File: src/asp_consts.svh
`ifndef ASP_CONSTS_SVH
`define ASP_CONSTS_SVH

// register byte offsets
`define ASP_OFF_CTRL     8'h00
`define ASP_OFF_DATA     8'h04
`define ASP_OFF_TMR      8'h08
`define ASP_OFF_RELOAD   8'h0c
`define ASP_OFF_LOW      8'h10

// serial_control_reg field positions
`define ASP_B_MODE       7
`define ASP_B_ONE        6
`define ASP_B_MCE        5
`define ASP_B_REN        4
`define ASP_B_TB8        3
`define ASP_B_RB8        2
`define ASP_B_TI         1
`define ASP_B_RI         0

// timer control field positions
`define ASP_B_RUN        0
`define ASP_B_SEL_LO     1
`define ASP_B_SEL_HI     3
`define ASP_B_IE         4

// reset values
`define ASP_CTRL_RST     8'h40
`define ASP_BYTE_RST     8'h00
`define ASP_SEL_RST      3'h0

// bus responses
`define ASP_RESP_OK      2'h0
`define ASP_RESP_ERR     2'h2

// prescaler terminal counts (/4, /12 as 3 x /4, /48 as 4 x /12, ext /8)
`define ASP_PRE4_END     2'h3
`define ASP_PRE12_END    2'h2
`define ASP_PRE48_END    2'h3
`define ASP_EXT8_END     3'h7

// timer overflow point
`define ASP_CNT_MAX      8'hff

// transmit bit counter: load value per mode, stop bit slot, last slot
`define ASP_TX_LOAD8     4'hb
`define ASP_TX_LOAD9     4'hc
`define ASP_TX_STOP      4'h2
`define ASP_TX_END       4'h1

// receive sample counter: last data sample, ninth slot, final sample per mode
`define ASP_RX_DATA_END  4'h8
`define ASP_RX_NINTH     4'h9
`define ASP_RX_LAST8     4'h9
`define ASP_RX_LAST9     4'ha

`endif

File: src/asp_pkg.sv
package asp_pkg;
    // timer one count clock sources
    typedef enum logic [2:0] {
        CLK_SYS,
        CLK_DIV4,
        CLK_DIV12,
        CLK_DIV48,
        CLK_EXT8,
        CLK_PIN
    } asp_clk_sel_t;

    // receiver states
    typedef enum logic {
        RX_IDLE,
        RX_BUSY
    } asp_rx_state_t;
endpackage

File: src/asp_uart_top.sv
// Design decisions made here: the AXI4-Lite register port and the register addresses.
`include "asp_consts.svh"

// Function
// - full duplex port, 8-bit and 9-bit framing
// - received byte buffered apart from shifter
// - data buffer writes go to transmitter
// - data buffer reads return receive buffer
// - interrupt on done flags when enabled
// - done flags cleared only by software
// - tx bit clock from low count overflow
// - rx bit clock from hidden twin counter
// - both overflows halved for baud clocks
// - twin runs with timer, same reload byte
// - start edge forces twin counter reload
// - six selectable timer count sources
// - baud equals clock/(256-reload)/2
// - external oscillator may clock timer only
// - 8-bit frame: start, 8 lsb-first, stop
// - 9-bit frame adds ninth bit, stored
// - load only if flag clear, check passes
// - one select bit sets framing both ways
module asp_uart_top (
    input  wire logic        i_clk_sys,
    input  wire logic        i_rst,
    // axi4-lite slave
    input  wire logic [7:0]  i_awaddr,
    input  wire logic        i_awvalid,
    output logic             o_awready,
    input  wire logic [31:0] i_wdata,
    input  wire logic [3:0]  i_wstrb,
    input  wire logic        i_wvalid,
    output logic             o_wready,
    output logic [1:0]       o_bresp,
    output logic             o_bvalid,
    input  wire logic        i_bready,
    input  wire logic [7:0]  i_araddr,
    input  wire logic        i_arvalid,
    output logic             o_arready,
    output logic [31:0]      o_rdata,
    output logic [1:0]       o_rresp,
    output logic             o_rvalid,
    input  wire logic        i_rready,
    // serial line and timer pins
    input  wire logic        i_rxd,
    output logic             o_txd,
    input  wire logic        i_ext_osc,
    input  wire logic        i_timer_one_ext_input,
    output logic             o_irq
);
    import asp_pkg::*;

    // serial_control_reg fields
    logic       frame_length_select;
    logic       multiproc_check_enable;
    logic       rx_enable_bit;
    logic       ninth_tx_bit;
    logic       ninth_rx_bit;
    logic       tx_done_flag;
    logic       rx_done_flag;
    // timer control and reload
    logic       tmr_run;
    logic [2:0] clk_sel;
    logic       irq_en;
    logic [7:0] timer_one_reload_byte;
    logic [7:0] rx_buf;          // serial_data_buffer read side
    logic [7:0] timer_one_low_count;

    // bus decode
    logic       wr_fire;
    logic       wr_ctrl;
    logic       wr_data;
    logic       wr_tmr;
    logic       wr_reload;
    logic       wr_low;
    logic       rd_fire;
    logic       wr_hit;
    logic       rd_hit;
    logic [7:0] next_rdata;

    assign wr_fire   = i_awvalid & o_awready & i_wvalid & o_wready;
    assign wr_ctrl   = wr_fire & i_wstrb[0] & (i_awaddr == `ASP_OFF_CTRL);
    assign wr_data   = wr_fire & i_wstrb[0] & (i_awaddr == `ASP_OFF_DATA);
    assign wr_tmr    = wr_fire & i_wstrb[0] & (i_awaddr == `ASP_OFF_TMR);
    assign wr_reload = wr_fire & i_wstrb[0] & (i_awaddr == `ASP_OFF_RELOAD);
    assign wr_low    = wr_fire & i_wstrb[0] & (i_awaddr == `ASP_OFF_LOW);
    assign rd_fire   = i_arvalid & o_arready;
    assign wr_hit = (i_awaddr == `ASP_OFF_CTRL) | (i_awaddr == `ASP_OFF_DATA)
                  | (i_awaddr == `ASP_OFF_TMR) | (i_awaddr == `ASP_OFF_RELOAD)
                  | (i_awaddr == `ASP_OFF_LOW);
    assign rd_hit = (i_araddr == `ASP_OFF_CTRL) | (i_araddr == `ASP_OFF_DATA)
                  | (i_araddr == `ASP_OFF_TMR) | (i_araddr == `ASP_OFF_RELOAD)
                  | (i_araddr == `ASP_OFF_LOW);

    // write channel: take address and data together, answer one cycle later
    always_ff @(posedge i_clk_sys or posedge i_rst) begin
        if (i_rst) begin
            o_awready <= 1'b0;
            o_wready  <= 1'b0;
            o_bvalid  <= 1'b0;
            o_bresp   <= `ASP_RESP_OK;
        end else begin
            o_awready <= 1'b0;
            o_wready  <= 1'b0;
            if (wr_fire) begin
                o_bvalid <= 1'b1;
                o_bresp  <= wr_hit ? `ASP_RESP_OK : `ASP_RESP_ERR;
            end else if (o_bvalid && i_bready) begin
                o_bvalid <= 1'b0;
            end else if (!o_bvalid && i_awvalid && i_wvalid && !o_awready) begin
                o_awready <= 1'b1;
                o_wready  <= 1'b1;
            end
        end
    end

    // read mux, narrow registers in the low byte
    always_comb begin
        next_rdata = 8'h00;
        unique case (i_araddr)
            `ASP_OFF_CTRL: next_rdata = {frame_length_select, 1'b1,
                multiproc_check_enable, rx_enable_bit, ninth_tx_bit,
                ninth_rx_bit, tx_done_flag, rx_done_flag};
            `ASP_OFF_DATA:   next_rdata = rx_buf;
            `ASP_OFF_TMR:    next_rdata = {3'h0, irq_en, clk_sel, tmr_run};
            `ASP_OFF_RELOAD: next_rdata = timer_one_reload_byte;
            `ASP_OFF_LOW:    next_rdata = timer_one_low_count;
            default:         next_rdata = 8'h00;
        endcase
    end

    // read channel
    always_ff @(posedge i_clk_sys or posedge i_rst) begin
        if (i_rst) begin
            o_arready <= 1'b0;
            o_rvalid  <= 1'b0;
            o_rdata   <= 32'h0000_0000;
            o_rresp   <= `ASP_RESP_OK;
        end else begin
            o_arready <= 1'b0;
            if (rd_fire) begin
                o_rvalid <= 1'b1;
                o_rdata  <= {24'h00_0000, next_rdata};
                o_rresp  <= rd_hit ? `ASP_RESP_OK : `ASP_RESP_ERR;
            end else if (o_rvalid && i_rready) begin
                o_rvalid <= 1'b0;
            end else if (!o_rvalid && i_arvalid && !o_arready) begin
                o_arready <= 1'b1;
            end
        end
    end

    // timer clock sources; external pins are sampled, so they must
    // stay below half the system clock
    logic       osc_s1, osc_s2, osc_d;
    logic       pin_s1, pin_s2, pin_d;
    logic [1:0] pre4, pre12, pre48;
    logic [2:0] ext8;
    logic       tick4, tick12, tick48, osc_rise, pin_fall, tick;

    assign tick4    = (pre4 == `ASP_PRE4_END);
    assign tick12   = tick4 & (pre12 == `ASP_PRE12_END);
    assign tick48   = tick12 & (pre48 == `ASP_PRE48_END);
    assign osc_rise = osc_s2 & ~osc_d;
    assign pin_fall = ~pin_s2 & pin_d;

    // synchronisers and prescalers
    always_ff @(posedge i_clk_sys or posedge i_rst) begin
        if (i_rst) begin
            {osc_s1, osc_s2, osc_d} <= 3'h0;
            {pin_s1, pin_s2, pin_d} <= 3'h7;
            pre4  <= 2'h0;
            pre12 <= 2'h0;
            pre48 <= 2'h0;
            ext8  <= 3'h0;
        end else begin
            osc_s1 <= i_ext_osc;
            osc_s2 <= osc_s1;
            osc_d  <= osc_s2;
            pin_s1 <= i_timer_one_ext_input;
            pin_s2 <= pin_s1;
            pin_d  <= pin_s2;
            pre4   <= pre4 + 2'h1;
            if (tick4) begin
                pre12 <= (pre12 == `ASP_PRE12_END) ? 2'h0 : pre12 + 2'h1;
            end
            if (tick12) begin
                pre48 <= pre48 + 2'h1;
            end
            if (osc_rise) begin
                ext8 <= ext8 + 3'h1;
            end
        end
    end

    // source select; system clock itself never switches source
    always_comb begin
        unique case (asp_clk_sel_t'(clk_sel))
            CLK_SYS:   tick = 1'b1;
            CLK_DIV4:  tick = tick4;
            CLK_DIV12: tick = tick12;
            CLK_DIV48: tick = tick48;
            CLK_EXT8:  tick = osc_rise & (ext8 == `ASP_EXT8_END);
            CLK_PIN:   tick = pin_fall;
            default:   tick = 1'b0;
        endcase
    end

    // receive line synchroniser and start detect
    logic          rx_s1, rx_s2, rx_d;
    asp_rx_state_t rx_state;
    logic [3:0]    rx_cnt;
    logic [7:0]    rx_sh;
    logic          rx_ninth;
    logic          rx_start, rx_baud, tx_baud;
    logic          rx_final, rx_chk, rx_set, tx_set;
    logic [3:0]    tx_cnt;
    logic [10:0]   tx_sh;

    assign rx_start = (rx_state == RX_IDLE) & rx_enable_bit & rx_d & ~rx_s2;
    assign rx_final = (rx_state == RX_BUSY) & rx_baud & (rx_cnt ==
        (frame_length_select ? `ASP_RX_LAST9 : `ASP_RX_LAST8));
    assign rx_chk = frame_length_select ? rx_ninth : rx_s2;
    assign rx_set = rx_final & ~rx_done_flag & (~multiproc_check_enable | rx_chk);
    assign tx_set = tx_baud & (tx_cnt == `ASP_TX_STOP);

    asp_baud_gen u_baud (
        .i_clk_sys   (i_clk_sys),
        .i_rst       (i_rst),
        .i_tick      (tick),
        .i_run       (tmr_run),
        .i_reload    (timer_one_reload_byte),
        .i_wr_low    (wr_low),
        .i_low_wdata (i_wdata[7:0]),
        .i_rx_start  (rx_start),
        .o_low       (timer_one_low_count),
        .o_tx_baud   (tx_baud),
        .o_rx_baud   (rx_baud)
    );

    // receiver: sample start, data lsb first, optional ninth, stop
    always_ff @(posedge i_clk_sys or posedge i_rst) begin
        if (i_rst) begin
            {rx_s1, rx_s2, rx_d} <= 3'h7;
            rx_state <= RX_IDLE;
            rx_cnt   <= 4'h0;
            rx_sh    <= 8'h00;
            rx_ninth <= 1'b0;
        end else begin
            rx_s1 <= i_rxd;
            rx_s2 <= rx_s1;
            rx_d  <= rx_s2;
            if (rx_start) begin
                rx_state <= RX_BUSY;
                rx_cnt   <= 4'h0;
            end else if (rx_state == RX_BUSY && rx_baud) begin
                if (rx_cnt == 4'h0 && rx_s2) begin
                    rx_state <= RX_IDLE;  // glitch, not a start bit
                end else if (rx_final) begin
                    rx_state <= RX_IDLE;
                end else begin
                    if (rx_cnt != 4'h0 && rx_cnt <= `ASP_RX_DATA_END) begin
                        rx_sh <= {rx_s2, rx_sh[7:1]};
                    end
                    if (rx_cnt == `ASP_RX_NINTH) begin
                        rx_ninth <= rx_s2;
                    end
                    rx_cnt <= rx_cnt + 4'h1;
                end
            end
        end
    end

    // receive buffer frees the shifter for the next frame
    always_ff @(posedge i_clk_sys or posedge i_rst) begin
        if (i_rst) begin
            rx_buf <= `ASP_BYTE_RST;
        end else if (rx_set) begin
            rx_buf <= rx_sh;
        end
    end

    // transmitter: a write always (re)loads the frame
    always_ff @(posedge i_clk_sys or posedge i_rst) begin
        if (i_rst) begin
            tx_cnt <= 4'h0;
            tx_sh  <= 11'h7ff;
            o_txd  <= 1'b1;
        end else if (wr_data) begin
            tx_sh  <= {1'b1, frame_length_select ? ninth_tx_bit : 1'b1,
                       i_wdata[7:0], 1'b0};
            tx_cnt <= frame_length_select ? `ASP_TX_LOAD9 : `ASP_TX_LOAD8;
        end else if (tx_baud && tx_cnt != 4'h0) begin
            if (tx_cnt != `ASP_TX_END) begin
                o_txd <= tx_sh[0];
                tx_sh <= {1'b1, tx_sh[10:1]};
            end
            tx_cnt <= tx_cnt - 4'h1;
        end
    end

    // control register; hardware set beats a software clear
    always_ff @(posedge i_clk_sys or posedge i_rst) begin
        if (i_rst) begin
            {frame_length_select, multiproc_check_enable, rx_enable_bit,
             ninth_tx_bit, ninth_rx_bit, tx_done_flag, rx_done_flag} <= 7'h00;
        end else begin
            if (wr_ctrl) begin
                frame_length_select    <= i_wdata[`ASP_B_MODE];
                multiproc_check_enable <= i_wdata[`ASP_B_MCE];
                rx_enable_bit          <= i_wdata[`ASP_B_REN];
                ninth_tx_bit           <= i_wdata[`ASP_B_TB8];
            end
            ninth_rx_bit <= rx_set ? rx_chk
                          : (wr_ctrl ? i_wdata[`ASP_B_RB8] : ninth_rx_bit);
            tx_done_flag <= tx_set | (wr_ctrl ? i_wdata[`ASP_B_TI] : tx_done_flag);
            rx_done_flag <= rx_set | (wr_ctrl ? i_wdata[`ASP_B_RI] : rx_done_flag);
        end
    end

    // timer control and reload byte
    always_ff @(posedge i_clk_sys or posedge i_rst) begin
        if (i_rst) begin
            tmr_run <= 1'b0;
            clk_sel <= `ASP_SEL_RST;
            irq_en  <= 1'b0;
            timer_one_reload_byte <= `ASP_BYTE_RST;
        end else begin
            if (wr_tmr) begin
                tmr_run <= i_wdata[`ASP_B_RUN];
                clk_sel <= i_wdata[`ASP_B_SEL_HI:`ASP_B_SEL_LO];
                irq_en  <= i_wdata[`ASP_B_IE];
            end
            if (wr_reload) begin
                timer_one_reload_byte <= i_wdata[7:0];
            end
        end
    end

    // interrupt request follows the sticky flags
    always_ff @(posedge i_clk_sys or posedge i_rst) begin
        if (i_rst) begin
            o_irq <= 1'b0;
        end else begin
            o_irq <= irq_en & (tx_done_flag | rx_done_flag);
        end
    end

    irq_rise_a: assert property (
        @(posedge i_clk_sys) disable iff (i_rst)
        (irq_en && ($rose(tx_done_flag) || $rose(rx_done_flag))) |=> o_irq)
        else $error("irq missing after done flag");
    ti_sticky_a: assert property (
        @(posedge i_clk_sys) disable iff (i_rst)
        (tx_done_flag && !wr_ctrl) |=> tx_done_flag)
        else $error("tx done cleared by hardware");
    ri_sticky_a: assert property (
        @(posedge i_clk_sys) disable iff (i_rst)
        (rx_done_flag && !wr_ctrl) |=> rx_done_flag)
        else $error("rx done cleared by hardware");
    buf_hold_a: assert property (
        @(posedge i_clk_sys) disable iff (i_rst)
        rx_done_flag |=> $stable(rx_buf))
        else $error("receive buffer overwritten while full");
    data_read_a: assert property (
        @(posedge i_clk_sys) disable iff (i_rst)
        (rd_fire && i_araddr == `ASP_OFF_DATA) |=> o_rdata[7:0] == $past(rx_buf))
        else $error("data read not from receive buffer");
    tx_load_a: assert property (
        @(posedge i_clk_sys) disable iff (i_rst)
        wr_data |=> tx_cnt == (frame_length_select ? `ASP_TX_LOAD9 : `ASP_TX_LOAD8))
        else $error("data write did not start frame");
    stop_bit_a: assert property (
        @(posedge i_clk_sys) disable iff (i_rst)
        $rose(tx_done_flag) && !$past(wr_ctrl) |-> o_txd)
        else $error("tx done not at stop bit");
endmodule

File: src/asp_baud_gen.sv
`include "asp_consts.svh"

// timer one low count (tx) and its hidden receive twin, each halved
module asp_baud_gen (
    input  wire logic       i_clk_sys,
    input  wire logic       i_rst,
    input  wire logic       i_tick,
    input  wire logic       i_run,
    input  wire logic [7:0] i_reload,
    input  wire logic       i_wr_low,
    input  wire logic [7:0] i_low_wdata,
    input  wire logic       i_rx_start,
    output logic      [7:0] o_low,
    output logic            o_tx_baud,
    output logic            o_rx_baud
);
    import asp_pkg::*;

    logic [7:0] rx_cnt;     // receive twin, no bus access
    logic       tx_half;    // divide-by-two phases
    logic       rx_half;
    logic       step;       // one count step
    logic       tx_ovf;
    logic       rx_ovf;
    logic [1:0] ovf_gap;    // tx overflows since the last tx baud pulse

    assign step   = i_tick & i_run;
    assign tx_ovf = step & (o_low == `ASP_CNT_MAX);
    assign rx_ovf = step & (rx_cnt == `ASP_CNT_MAX) & ~i_rx_start;
    assign o_tx_baud = tx_ovf & tx_half;
    // first twin overflow after a start lands mid start bit
    assign o_rx_baud = rx_ovf & ~rx_half;

    // low count: software may write it, auto-reloads on overflow
    always_ff @(posedge i_clk_sys or posedge i_rst) begin
        if (i_rst) begin
            o_low <= `ASP_BYTE_RST;
        end else if (i_wr_low) begin
            o_low <= i_low_wdata;
        end else if (step) begin
            o_low <= tx_ovf ? i_reload : o_low + 8'h01;
        end
    end

    // twin counter: same reload, forced reload on start
    always_ff @(posedge i_clk_sys or posedge i_rst) begin
        if (i_rst) begin
            rx_cnt <= `ASP_BYTE_RST;
        end else if (i_rx_start) begin
            rx_cnt <= i_reload;
        end else if (step) begin
            rx_cnt <= rx_ovf ? i_reload : rx_cnt + 8'h01;
        end
    end

    // overflow count between tx baud pulses, saturates so a broken
    // divider cannot wrap back to a passing value
    always_ff @(posedge i_clk_sys or posedge i_rst) begin
        if (i_rst) begin
            ovf_gap <= 2'h0;
        end else if (o_tx_baud) begin
            ovf_gap <= 2'h0;
        end else if (tx_ovf && ovf_gap != 2'h3) begin
            ovf_gap <= ovf_gap + 2'h1;
        end
    end

    // divide-by-two stages
    always_ff @(posedge i_clk_sys or posedge i_rst) begin
        if (i_rst) begin
            tx_half <= 1'b0;
            rx_half <= 1'b0;
        end else begin
            if (tx_ovf) begin
                tx_half <= ~tx_half;
            end
            if (i_rx_start) begin
                rx_half <= 1'b0;
            end else if (rx_ovf) begin
                rx_half <= ~rx_half;
            end
        end
    end

    start_reload_a: assert property (
        @(posedge i_clk_sys) disable iff (i_rst)
        i_rx_start |=> rx_cnt == $past(i_reload))
        else $error("twin counter not reloaded on start");

    twin_hold_a: assert property (
        @(posedge i_clk_sys) disable iff (i_rst)
        (!i_run && !i_rx_start) |=> $stable(rx_cnt))
        else $error("twin counter moved while timer stopped");

    baud_div_a: assert property (
        @(posedge i_clk_sys) disable iff (i_rst)
        o_tx_baud |-> ovf_gap == 2'h1)
        else $error("tx baud not halved");
endmodule

File: config.mk
export PLATFORM = sky130hd
export DESIGN_NAME = asp_uart_top
export DESIGN_NICKNAME = d
export VERILOG_FILES = /design/src/asp_pkg.sv /design/src/asp_uart_top.sv /design/src/asp_baud_gen.sv
export VERILOG_INCLUDE_DIRS = /design/src
export SDC_FILE = /design/constraint.sdc
export NUM_CORES = 1
export LEC_CHECK = 0
export BUFFER_PORTS_ARGS = -buffer_cell sky130_fd_sc_hd__buf_2
export CAP_MARGIN = 20
export CORE_ASPECT_RATIO = 1.75
export CORE_UTILIZATION = 51
export CTS_BUF_LIST = sky130_fd_sc_hd__clkbuf_16
export CTS_CLUSTER_DIAMETER = 60
export DETAILED_ROUTE_END_ITERATION = 6
export PLACE_DENSITY = 0.77
export SYNTH_ARGS = -nofsm -noshare
export SYNTH_HDL_FRONTEND = slang
export SYNTH_SLANG_ARGS = --single-unit
File: constraint.sdc
create_clock -name i_clk_sys -period 3.8 [get_ports i_clk_sys]
set_input_delay 0.76 -clock i_clk_sys [delete_from_list [all_inputs] [get_ports i_clk_sys]]
set_output_delay 0.76 -clock i_clk_sys [all_outputs]
set_load 0.005 [all_outputs]
Yosys cells after proc, flatten, opt, wreduce, memory -nomap -nowiden
Index checks and enable logic that the tools add are counted.
Widths: inputs -> output; s select.
{"block": "classes", "eq_ne": 25, "n_shift": 0, "magnitude_cmp": 1, "n_reduce_logical": 37, "div": 0, "mul": 0, "bitwise_logic": 54, "muxes": 44, "addsub": 8}
{"operator": "$mux 8", "count": 6}
{"operator": "$pmux 8 s5", "count": 1}
{"operator": "$mux 11", "count": 3}
{"operator": "$eq 8x4->1 const B", "count": 4}
{"operator": "$and 1x1->1", "count": 30}
{"operator": "$mux 4", "count": 6}
{"operator": "$mux 1", "count": 22}
{"operator": "$reduce_bool 2->1", "count": 9}
{"operator": "$add 8x1->8 const B", "count": 2}
{"operator": "$eq 8x3->1 const B", "count": 2}
{"operator": "$eq 8x5->1 const B", "count": 2}
{"operator": "$eq 8x8->1 const B", "count": 2}
{"operator": "$logic_not 8->1", "count": 2}
{"operator": "$not 1->1", "count": 12}
{"operator": "$or 1x1->1", "count": 12}
{"operator": "$logic_and 1x1->1", "count": 11}
{"operator": "$reduce_and 5->1", "count": 2}
{"operator": "$eq 3x3->1 const B", "count": 3}
{"operator": "$mux 2", "count": 4}
{"operator": "$reduce_bool 4->1", "count": 2}
{"operator": "$add 2x1->2 const B", "count": 3}
{"operator": "$eq 2x2->1 const B", "count": 3}
{"operator": "$eq 3x2->1 const B", "count": 2}
{"operator": "$pmux 1 s6", "count": 1}
{"operator": "other kinds (17)", "count": 23}
{"block": "totals", "mem_count": 0, "in_bits": 62, "latchBits": 0, "ramBits": 0, "output_inout_bits": 43, "word_cells": 213, "reg_bits": 111, "mem_bits_ro": 0}

Longest topological paths before layout
Gate-level depths: netlist of run 1.
{"block": "depth", "ltp_word": 14, "ltp_mapped": 8, "ltp_nobuf": 7}

By module
Synthesis of run 1 repeated with hierarchy kept, for this count alone.
{"block": "hier_totals", "cells_unflattened": 503, "area_unflattened_um2": 5517.8}
{"mod": "asp_uart_top", "seq_area_each_um2": 2273.4, "cells_per_inst": 364, "area_each_um2": 4320.4, "instances": 1}
{"mod": "asp_baud_gen", "seq_area_each_um2": 450.4, "cells_per_inst": 139, "area_each_um2": 1197.4, "instances": 1}

Least setup slack after synthesis of run 1
No wires, ideal clock.
{"block": "synth_path", "path_type": "input-to-reg", "from": "input i_awaddr[0]", "to": "register clk_sel[0]", "path_buffers": 1, "setup_ns": 0.125, "t_required_ns": 3.675, "path_stages": 5, "arrival_time_ns": 2.258, "setup_slack_ns": 1.417, "cell_sequence": "or4_4 -> nor3_2 -> and4bb_2 -> buf_2 -> mux2_2"}
{"block": "synth_via", "elab_chain_len": 2}
{"item": "from (decl)", "line": "asp_uart_top.sv:27", "source": "input wire logic [7:0] i_awaddr,"}
{"item": "$eq 8x4->1 (no line)"}
{"item": "$and 1x1->1", "line": "asp_uart_top.sv:84", "source": "assign wr_tmr = wr_fire & i_wstrb[0] & (i_awaddr == `ASP_OFF_TMR);"}
{"item": "to (signal assigned)", "line": "asp_uart_top.sv:325", "source": "clk_sel <= `ASP_SEL_RST;"}
{"item": "to (signal assigned)", "line": "asp_uart_top.sv:331", "source": "clk_sel <= i_wdata[`ASP_B_SEL_HI:`ASP_B_SEL_LO];"}
{"item": "to (decl)", "line": "asp_uart_top.sv:63", "source": "logic [2:0] clk_sel;"}
Every way passes these cells.
A chain may end at the register's enable or synchronous reset.

Final worst setup path of run 1
{"block": "layout_path", "from": "register ext8[0]", "to": "register u_baud.o_low[7]"}
{"block": "layout_via", "elab_chain_len": 8, "elab_cells_between_ends": 9}
{"item": "from (decl)", "line": "asp_uart_top.sv:158", "source": "logic [2:0] ext8;"}
{"item": "from (signal assigned)", "line": "asp_uart_top.sv:191", "source": "ext8 <= ext8 + 3'h1;"}
{"item": "$eq 3x3->1 (no line) (*)"}
{"item": "$and 1x1->1 (*)", "line": "asp_uart_top.sv:203", "source": "CLK_EXT8: tick = osc_rise & (ext8 == `ASP_EXT8_END);"}
{"item": "$pmux 1 s6 (*)", "line": "asp_uart_top.sv:198", "source": "unique case (asp_clk_sel_t'(clk_sel))"}
{"item": "$and 1x1->1 (*)", "line": "asp_baud_gen.sv:27", "source": "assign step = i_tick & i_run;"}
{"item": "$and 1x1->1", "line": "asp_baud_gen.sv:28", "source": "assign tx_ovf = step & (o_low == `ASP_CNT_MAX);"}
{"item": "$mux 8", "line": "asp_baud_gen.sv:41", "source": "o_low <= tx_ovf ? i_reload : o_low + 8'h01;"}
{"item": "$mux 8", "line": "asp_baud_gen.sv:40", "source": "end else if (step) begin"}
{"item": "$mux 8", "line": "asp_baud_gen.sv:38", "source": "end else if (i_wr_low) begin"}
{"item": "to (signal assigned)", "line": "asp_baud_gen.sv:37", "source": "o_low <= `ASP_BYTE_RST;"}
{"item": "to (signal assigned)", "line": "asp_baud_gen.sv:39", "source": "o_low <= i_low_wdata;"}
{"item": "to (signal assigned)", "line": "asp_baud_gen.sv:41"}
{"item": "to (decl)", "line": "asp_baud_gen.sv:13", "source": "output logic [7:0] o_low,"}
Mark *: on every way between the ends. The rest lies on a longest branch, timed or not. The select of a mux whose other input is x is not followed.

==> flow_summary.toml, run 1 <==
[routing]
drt_iter0_markers = 306
wl_um = 12800
drc = 0
drt-vias-per-instance = 5.96
postRouteAntennaNets = 0
firstDrtPassIters = 5
wl_per_cell_um = 18.1
vias = 4222

[yosys]
yosysWarnings = 0
synth_top_area_cell = "dfrtp_1"
synth_edf_count = 0
synth_cells = 528
synth_top_area_share_pct = 39.5
synth.avg_cell_area_um2 = 10.9
synth_ff_type = "dfrtp_1"
synth_seq_area_share_pct = 47.3
synth_area_um2 = 5760
synthTopCellsByArea = "dfrtp_1, mux2_2, dfstp_2, mux2i_1, buf_4"
async_reset_ff_share_pct = 100
synth-seq-cells = 108
synth.distinct_cells = 73

[place]
portBuffers = 51
dp_hpwl_um = 9510
gp_routability_congestion = 0.934

[timing]
slew_viol_final = 0
fin_skew_ns = 0.00631
finalCriticalPeriod_ns = 2.60
fin_hold_ws_ns = 0.352
tns_ns = 0
final_hold_viol_count = 0
period_share_pct = 68.3
rsz0062_at_grt = "false"
slew_headroom_pct = 44.0
fmax_ghz = 0.385
worst_pin_slew_ns = 0.837
final-setup-viol-count = 0

[floorplanning]
initial_core_util_pct = 52.2
ios = 105
die_h_um = 143
rows = 51
dieArea_um2 = 11700
die_x_um = 82.3
coreArea_um2 = 11000

[clocking]
clockBufferDepth = 2
h-tree-depth = 3
post_cts_buffers = 0
post_cts_resized = 0
cts_tree = "done"
cts-root-buf = "clkbuf_16"
hold_buffers = 0
numCtsBuffers = 9
clock_sinks = 108
clock_latency_ns = 0.35
clk_pin_slew_worst_paths_ns = 0.07

[global_routing]
grt_pass1_vias = 4357
grt_antenna_before_repair = 0
grt_pass1_wl_um = 20900
track_usage_pct = 24.2
grt-ovfl-total = 0
grt_max_degree = 68

[worst_setup_path]
cp-start-kind = "flip-flop"
crit_slowest_cell = "nor3_4"
cp-end-kind = "flip-flop"
max_stage_delay_ns = 0.73
crit_top_cell = "ha_1"
arrival_ns = 2.85
required_ns = 4.05
worstSetupPathType = "reg2reg"
path_cells = "ha_1 -> ha_1 -> nand4bb_4 -> o211a_1 -> nor3_4 -> a41oi_1 -> o31ai_1"
path_max_fanout = 18

[cells_and_area]
layout.nets = 645
diodes = 0
area_growth_pct = 9.63
fill_cells = 953
final_layout_size_suffix_gt1_share_pct = 27.3
ff_latch_area_um2 = 2720
multi_input_area_um2 = 2760

[job]
maxCapViolCount = 0

[status]
status = "finished clean"

[hold_path]
hold_path_class = "reg2reg"

[power_and_ir_drop]
irDropWorstVdd_mv = 0.299
p_leak_nw = 2.91
p_per_area_nw_per_um2 = 369
[cell usage after synthesis, types with 3 or more instances]
cell,count
nor2_1,26
xnor2_1,7
clkbuf_1,10
nand3b_1,3
a22oi_1,6
nand4_1,8
or2_2,3
o21a_1,3
nor3_1,13
nand3_1,17
dfstp_2,17
o31ai_1,8
mux2_2,44
or3_1,3
buf_2,7
a221oi_1,5
nand2b_1,3
a22o_1,5
dfrtp_1,91
nor2b_1,7
nor3b_1,3
mux2i_1,21
a221o_1,5
inv_1,17
and3_1,5
nor4_1,7
a21oi_1,17
buf_4,27
or4_1,3
nand2_1,42
o21ai_0,28
ha_1,12
a21o_1,3
[worst paths after layout]
check	startpoint	end	slack (ns)	cells after the start
worst min-delay path	pin_s1	pin_s2	0.35	0
worst max-delay path	ext8[0]	u_baud.o_low[7]	1.20	7
worst max register to register	ext8[0]	u_baud.o_low[7]	1.20	7
max in group asynchronous	i_rst	tx_sh[6]	2.38	3
min in group asynchronous	i_rst	u_baud.rx_cnt[0]	0.57	2
worst min register to register	pin_s1	pin_s2	0.35	0
[power by group]
| group | internal, mW | total [mW] | switching, mW |
|---|---|---|---|
| Combinational | 0.0657 | 0.162 | 0.0961 |
| Sequential | 1.19 | 1.21 | 0.0266 |
| Clock | 0.528 | 0.954 | 0.426 |
| Total | 1.78 | 2.33 | 0.548 |
[layout make-up]
class,count,area share [%]
well taps,132,2.62
flip-flops and latches,108,43.2
repair buffers,55,4.52
clock inverters,5,0.535
clock buffers,11,4.36
inverters,17,1.05
multi-input cells,380,43.8
[flip-flops by register name (all words and copies together) (netlist names), 2 cells and up]
name	cells
tx_cnt	4
tx_sh	10
pre4	2
u_baud.rx_cnt	8
u_baud.o_low	8
rx_cnt	4
timer_one_reload_byte	8
o_rdata	8
pre48	2
rx_sh	8
pre12	2
ext8	3
clk_sel	3
rx_buf	8
[stage by stage]
step | setup slack [ns] | cell area (µm²) | cells | util (%) | power, mW
after global placement | 1.13 | 6000 | 692 | 54.4 | 1.38
final | 1.20 | 6310 | 708 | 57.2 | 2.33
after CTS | 1.21 | 6310 | 708 | 57.2 | 2.35
after detailed placement | 1.07 | 6000 | 692 | 54.4 | 1.39
after floorplan | 0.223 | 5850 | 553 | - | 1.34
after global routing | 1.06 | 6310 | 708 | 57.2 | 2.41
[placed cells by master (no fill, tap or decap), types with 7 or more instances in the layout]
cell / synthesis / routed
a21oi_1: 17 / 17
buf_2: 7 / 51
clkbuf_16: 0 / 11
conb_1: 1 / 26
dfrtp_1: 91 / 91
dfstp_2: 17 / 17
ha_1: 12 / 12
inv_1: 17 / 16
mux2_2: 44 / 44
mux2i_1: 21 / 21
nand2_1: 42 / 42
nand3_1: 17 / 17
nand4_1: 8 / 8
nor2_1: 26 / 26
nor2b_1: 7 / 7
nor3_1: 13 / 13
nor4_1: 7 / 7
o21ai_0: 28 / 28
o31ai_1: 8 / 8
xnor2_1: 7 / 7
[kinds of logic after synthesis]
group,synth area share [%]
buf+inv,6.45
other cells,0.0651
flops,47.3
compound gates,12.4
mux,12.3
simple gates,17.7
fa+ha+maj,2.61
xor+xnor,1.22
[worst max-delay path: cells and delay by family (launching register included)]
kind            cells  cell delay (ns)
compound gates      3             0.89
fa+ha+maj           2             0.37
flops               1             0.38
simple gates        2             0.86
[routing by layer]
| metal | global-route usage, % | up-vias | share of wire (%) |
|---|---|---|---|
| met2 | 41.4 | 164 | 54 |
| met4 | 16.5 | 0 | 5.5 |
| met1 | 26.1 | 2052 | 36 |
| met3 | 4.49 | 46 | 4.8 |
| li1 | - | 1960 | - |
| met5 | 0 | - | 0 |
No activity file was read; power rests on OpenSTA's default activity.
==> inputs of run 2 (changes only) <==
--- a/config.mk
+++ b/config.mk
@@ -9,11 +9,11 @@
 export BUFFER_PORTS_ARGS = -buffer_cell sky130_fd_sc_hd__buf_2
 export CAP_MARGIN = 20
 export CORE_ASPECT_RATIO = 1.75
-export CORE_UTILIZATION = 51
+export CORE_UTILIZATION = 55
 export CTS_BUF_LIST = sky130_fd_sc_hd__clkbuf_16
 export CTS_CLUSTER_DIAMETER = 60
 export DETAILED_ROUTE_END_ITERATION = 6
-export PLACE_DENSITY = 0.77
+export PLACE_DENSITY = 0.79
 export SYNTH_ARGS = -nofsm -noshare
 export SYNTH_HDL_FRONTEND = slang
 export SYNTH_SLANG_ARGS = --single-unit
==> constraint.sdc (replaced) <==
create_clock -name i_clk_sys -period 2.65 [get_ports i_clk_sys]
set_input_delay 0.53 -clock i_clk_sys [delete_from_list [all_inputs] [get_ports i_clk_sys]]
set_output_delay 0.53 -clock i_clk_sys [all_outputs]
set_load 0.005 [all_outputs]
==> flow_summary.toml, run 2 (synthesized netlist as in run 1, its figures left out) <==
[place]
dp_hpwl_um = 9460
place_area_um2 = 6090
gp_routability_congestion = 0.860
dp.cells = 697
portBuffers = 51

[cells_and_area]
layout.nets = 655
final_layout_size_suffix_gt1_share_pct = 28.4
top_register = "tx_sh"
diodes = 0
largest_reg_flops = 10
layout_common_cells = "dfrtp_1, buf_2, mux2_2"
final_common_cell = "dfrtp_1"
fin_cells = 712
area_growth_pct = 11.2
stdcell_area_um2 = 6400

[routing]
drc = 0
firstDrtPassIters = 4
drt-vias-per-instance = 6.04
wl_um = 13000
drt_iter0_markers = 282
wl_per_cell_um = 18.3
vias = 4304
postRouteAntennaNets = 0

[floorplanning]
die_h_um = 137
die_x_um = 79.3
initial_core_util_pct = 56.2
coreArea_um2 = 10200
ios = 105
rows = 49
dieArea_um2 = 10900

[clocking]
numCtsBuffers = 9
cts-root-buf = "clkbuf_16"
post_cts_buffers = 0
clock_sinks = 108
clockBufferDepth = 2
hold_buffers = 0
h-tree-depth = 3
cts_tree = "done"
post_cts_resized = 0
clk_pin_slew_worst_paths_ns = 0.07
clock_latency_ns = 0.34

[global_routing]
grt_antenna_before_repair = 0
grt_busiest_layer = "met2"
grt_use_met3_pct = 4.70
grt_max_degree = 79
track_usage_pct = 25.6
met1_usage_pct = 28.4
grt-ovfl-total = 0
gr-usage-met2_pct = 43.2
grt_pass1_vias = 4362
grt_pass1_wl_um = 21200

[timing]
slew_headroom_pct = 56.3
fmax_ghz = 0.411
rsz0062_at_grt = "false"
period_share_pct = 91.8
fin_skew_ns = 0.00800
worst_pin_slew_ns = 0.652
final-setup-viol-count = 0
slew_viol_final = 0
fin_hold_ws_ns = 0.278
final_hold_viol_count = 0
finalCriticalPeriod_ns = 2.43
tns_ns = 0

[hold_path]
hold_path_end = "rx_s1"
hold_path_class = "in2reg"
hp-start = "i_rxd"
holdPathStages = 1

[job]
maxCapViolCount = 0

[worst_setup_path]
path_cells = "ha_1 -> nand4_2 -> nor4_4 -> nand4_4 -> nor3_4 -> mux2_2"
reg2regPathDepth = 6
critPathBufInv = 0
path_max_fanout = 11
max_stage_delay_ns = 0.47
rr_startpoint = "u_baud.rx_cnt[0]"
worstSetupPathType = "reg2reg"
cp-start-kind = "flip-flop"
arrival_ns = 2.66
cp-end-kind = "flip-flop"
crit_slowest_cell = "nor3_4"
required_ns = 2.88
cpLargestDelayFamily = "simple AND/OR/NAND/NOR gates"
reg2reg_to = "rx_sh[2]"
rrSetupSlack_ns = 0.22

[power_and_ir_drop]
irDropWorstVdd_mv = 0.414
p_leak_nw = 2.96
p_per_area_nw_per_um2 = 527

[status]
status = "finished clean"
-- run 2: power breakdown --
part | internal [mW] | switching (mW)
combinational | 0.0936 | 0.132
sequential | 1.70 | 0.0342
clock | 0.826 | 0.584
-- run 2: worst max path at each step --
stage | start | to | slack [ns] | depth (start not counted)
after global routing | tx_cnt[0] | tx_sh[5] | 0.07 | 8
after floorplan | i_awaddr[0] | clk_sel[0] | 0.50 | 5
after CTS | tx_cnt[0] | tx_sh[8] | 0.23 | 8
final | u_baud.rx_cnt[0] | rx_sh[2] | 0.22 | 6
after global placement | u_baud.rx_cnt[0] | rx_sh[0] | 0.31 | 6
after detailed placement | tx_cnt[0] | tx_sh[5] | 0.23 | 8
-- run 2: routing by layer --
metal  share of wire [%]  wire length (µm)
met1                  37              4830
met2                  53              6930
met3                 4.7               610
met4                 4.9               641
met5                   0                 0
-- run 2: through the flow --
stage	setup WS (ns)	util [%]	total power [mW]
after floorplan	0.497	-	1.93
after global placement	0.314	59.4	1.98
after detailed placement	0.231	59.4	1.99
after CTS	0.226	62.5	3.40
after global routing	0.0699	62.5	3.51
final	0.217	62.5	3.37
-- run 2: final cells by class --
type | count | area [µm²]
Timing Repair Buffer | 65 | 373
Tap cell | 127 | 159
Clock buffer | 9 | 225
Sequential cell | 108 | 2720
Multi-Input combinational cell | 380 | 2760
Fill cell | 789 | 3840
Inverter | 17 | 67.6
Clock inverter | 6 | 90.1
==> inputs of run 3 (changes only) <==
==> constraint.sdc (replaced) <==
create_clock -name i_clk_sys -period 2.9 [get_ports i_clk_sys]
set_input_delay 0.58 -clock i_clk_sys [delete_from_list [all_inputs] [get_ports i_clk_sys]]
set_output_delay 0.58 -clock i_clk_sys [all_outputs]
set_load 0.005 [all_outputs]
==> flow_summary.toml, run 3 (synthesized netlist as in run 1, its figures left out) <==
[floorplanning]
die_h_um = 137
initial_core_util_pct = 56.2
dieArea_um2 = 10900
coreArea_um2 = 10200
rows = 49
die_x_um = 79.3
ios = 105

[clocking]
clock_latency_ns = 0.35
post_cts_resized = 0
cts-root-buf = "clkbuf_16"
clock_sinks = 108
hold_buffers = 0
clk_pin_slew_worst_paths_ns = 0.07
cts_tree = "done"
post_cts_buffers = 0
clockBufferDepth = 2
numCtsBuffers = 9
h-tree-depth = 3

[global_routing]
grt_pass1_vias = 4179
grt-ovfl-total = 0
grt_pass1_wl_um = 20500
grt_max_degree = 43
grt_antenna_before_repair = 0
track_usage_pct = 25.2

[worst_setup_path]
rr_startpoint = "u_baud.o_low[0]"
reg2reg_to = "tx_sh[1]"
path_cells = "ha_1 -> nand3_1 -> a2111oi_0 -> nand4_1 -> buf_4 -> mux2i_1 -> o21ai_0"
reg2regPathDepth = 7
arrival_ns = 2.78
cp-end-kind = "flip-flop"
max_stage_delay_ns = 0.47
worstSetupPathType = "reg2reg"
rrSetupSlack_ns = 0.39
crit_slowest_cell = "a2111oi_0"
required_ns = 3.17
path_max_fanout = 10
cp-start-kind = "flip-flop"

[timing]
slew_headroom_pct = 53.4
fmax_ghz = 0.398
final-setup-viol-count = 0
final_hold_viol_count = 0
finalCriticalPeriod_ns = 2.51
rsz0062_at_grt = "false"
period_share_pct = 86.6
fin_skew_ns = 0.00775
worst_slack_ns = 0.389
worst_pin_slew_ns = 0.694
slew_viol_final = 0
tns_ns = 0
fin_hold_ws_ns = 0.319

[power_and_ir_drop]
p_per_area_nw_per_um2 = 470
power.share.combinational_pct = 7.0
p_sw_share_pct = 24.9
p_seq_share_pct = 53.1
power_mw = 2.99
switchingPower_mw = 0.743
pwr-share-clk_pct = 39.9
internal_power_mw = 2.25
irDropWorstVdd_mv = 0.396
p_leak_nw = 2.92

[place]
place_area_um2 = 6060
place_ws_ns = 0.379
dp_hpwl_um = 9580
gp_routability_congestion = 0.865
portBuffers = 51

[cells_and_area]
largest_reg_flops = 10
fill_cells = 817
final_layout_size_suffix_gt1_share_pct = 28.1
final_common_cell = "dfrtp_1"
stdcell_area_um2 = 6350
top_register = "tx_sh"
area_growth_pct = 10.3
layout_common_cells = "dfrtp_1, buf_2, mux2_2"
layout.nets = 650
diodes = 0

[routing]
vias = 4209
drc = 0
postRouteAntennaNets = 0
wl_um = 12800
firstDrtPassIters = 4
drt-vias-per-instance = 5.94
drt_iter0_markers = 270
wl_per_cell_um = 18.1

[job]
maxCapViolCount = 0

[hold_path]
hold_path_class = "in2async"

[status]
status = "finished clean"
==> run 3: cell types whose count changed in the layout (fill, tap and decap cells not counted) <==
cell	change
inv_8	+3
bufinv_16	-2
clkinv_4	-1
buf_12	+1
clkinvlp_4	+2
buf_4	-6
inv_1	-1
==> run 3: layout make-up <==
class / count / area, µm² / area share [%]
tap: 127 / 159 / 2.50
timing repair buffer: 60 / 348 / 5.48
inverter: 17 / 67.6 / 1.06
multi-input combinational: 380 / 2760 / 43.5
clock inverter: 7 / 66.3 / 1.04
sequential: 108 / 2720 / 42.9
clock buffer: 9 / 225 / 3.55
==> run 3: per-layer routing <==
layer  track usage, %  share of wire (%)  vias to the layer above
li1                 -                  -                     1973
met1             27.8                 38                     2056
met2             44.6                 54                      142
met3             4.57                4.1                       38
met4             14.7                4.4                        0
met5                0                  0                        -
==> run 3: how the worst max path moves through the flow <==
stage / start / end / slack (ns) / cells past startpoint
2_1_floorplan: i_awaddr[0] / clk_sel[0] / 0.70 / 5
3_3_place_gp: tx_cnt[0] / tx_sh[1] / 0.43 / 8
3_5_place_dp: i_awaddr[0] / ninth_tx_bit / 0.38 / 5
4_1_cts: u_baud.o_low[0] / tx_sh[2] / 0.38 / 7
5_1_grt: u_baud.o_low[0] / tx_sh[2] / 0.24 / 7
6_report: u_baud.o_low[0] / tx_sh[1] / 0.39 / 7
==> run 3: power groups by stage <==
stage	sequential (mW)	clock, mW	combinational (mW)
final	1.59	1.19	0.208
after detailed placement	1.62	0	0.210
after floorplan	1.61	0	0.154
after CTS	1.59	1.22	0.211
after global placement	1.61	0	0.198
after global routing	1.59	1.27	0.238
==> run 3: through the flow <==
| stage | std cells | util (%) |
|---|---|---|
| 2_1_floorplan | 553 | - |
| 3_3_place_gp | 692 | 59.2 |
| 3_5_place_dp | 692 | 59.2 |
| 4_1_cts | 708 | 62.0 |
| 5_1_grt | 708 | 62.0 |
| 6_report | 708 | 62.0 |
==> run 3: critical path: cells and delay by family (launching register included) <==
| kind | cells | cell delay [ns] |
|---|---|---|
| AO/OA/AOI/OAI | 2 | 0.66 |
| multiplexers | 1 | 0.12 |
| flip-flops | 1 | 0.44 |
| adder cells (fa/ha/maj) | 1 | 0.37 |
| buffers and inverters | 1 | 0.27 |
| AND/OR/NAND/NOR | 2 | 0.55 |
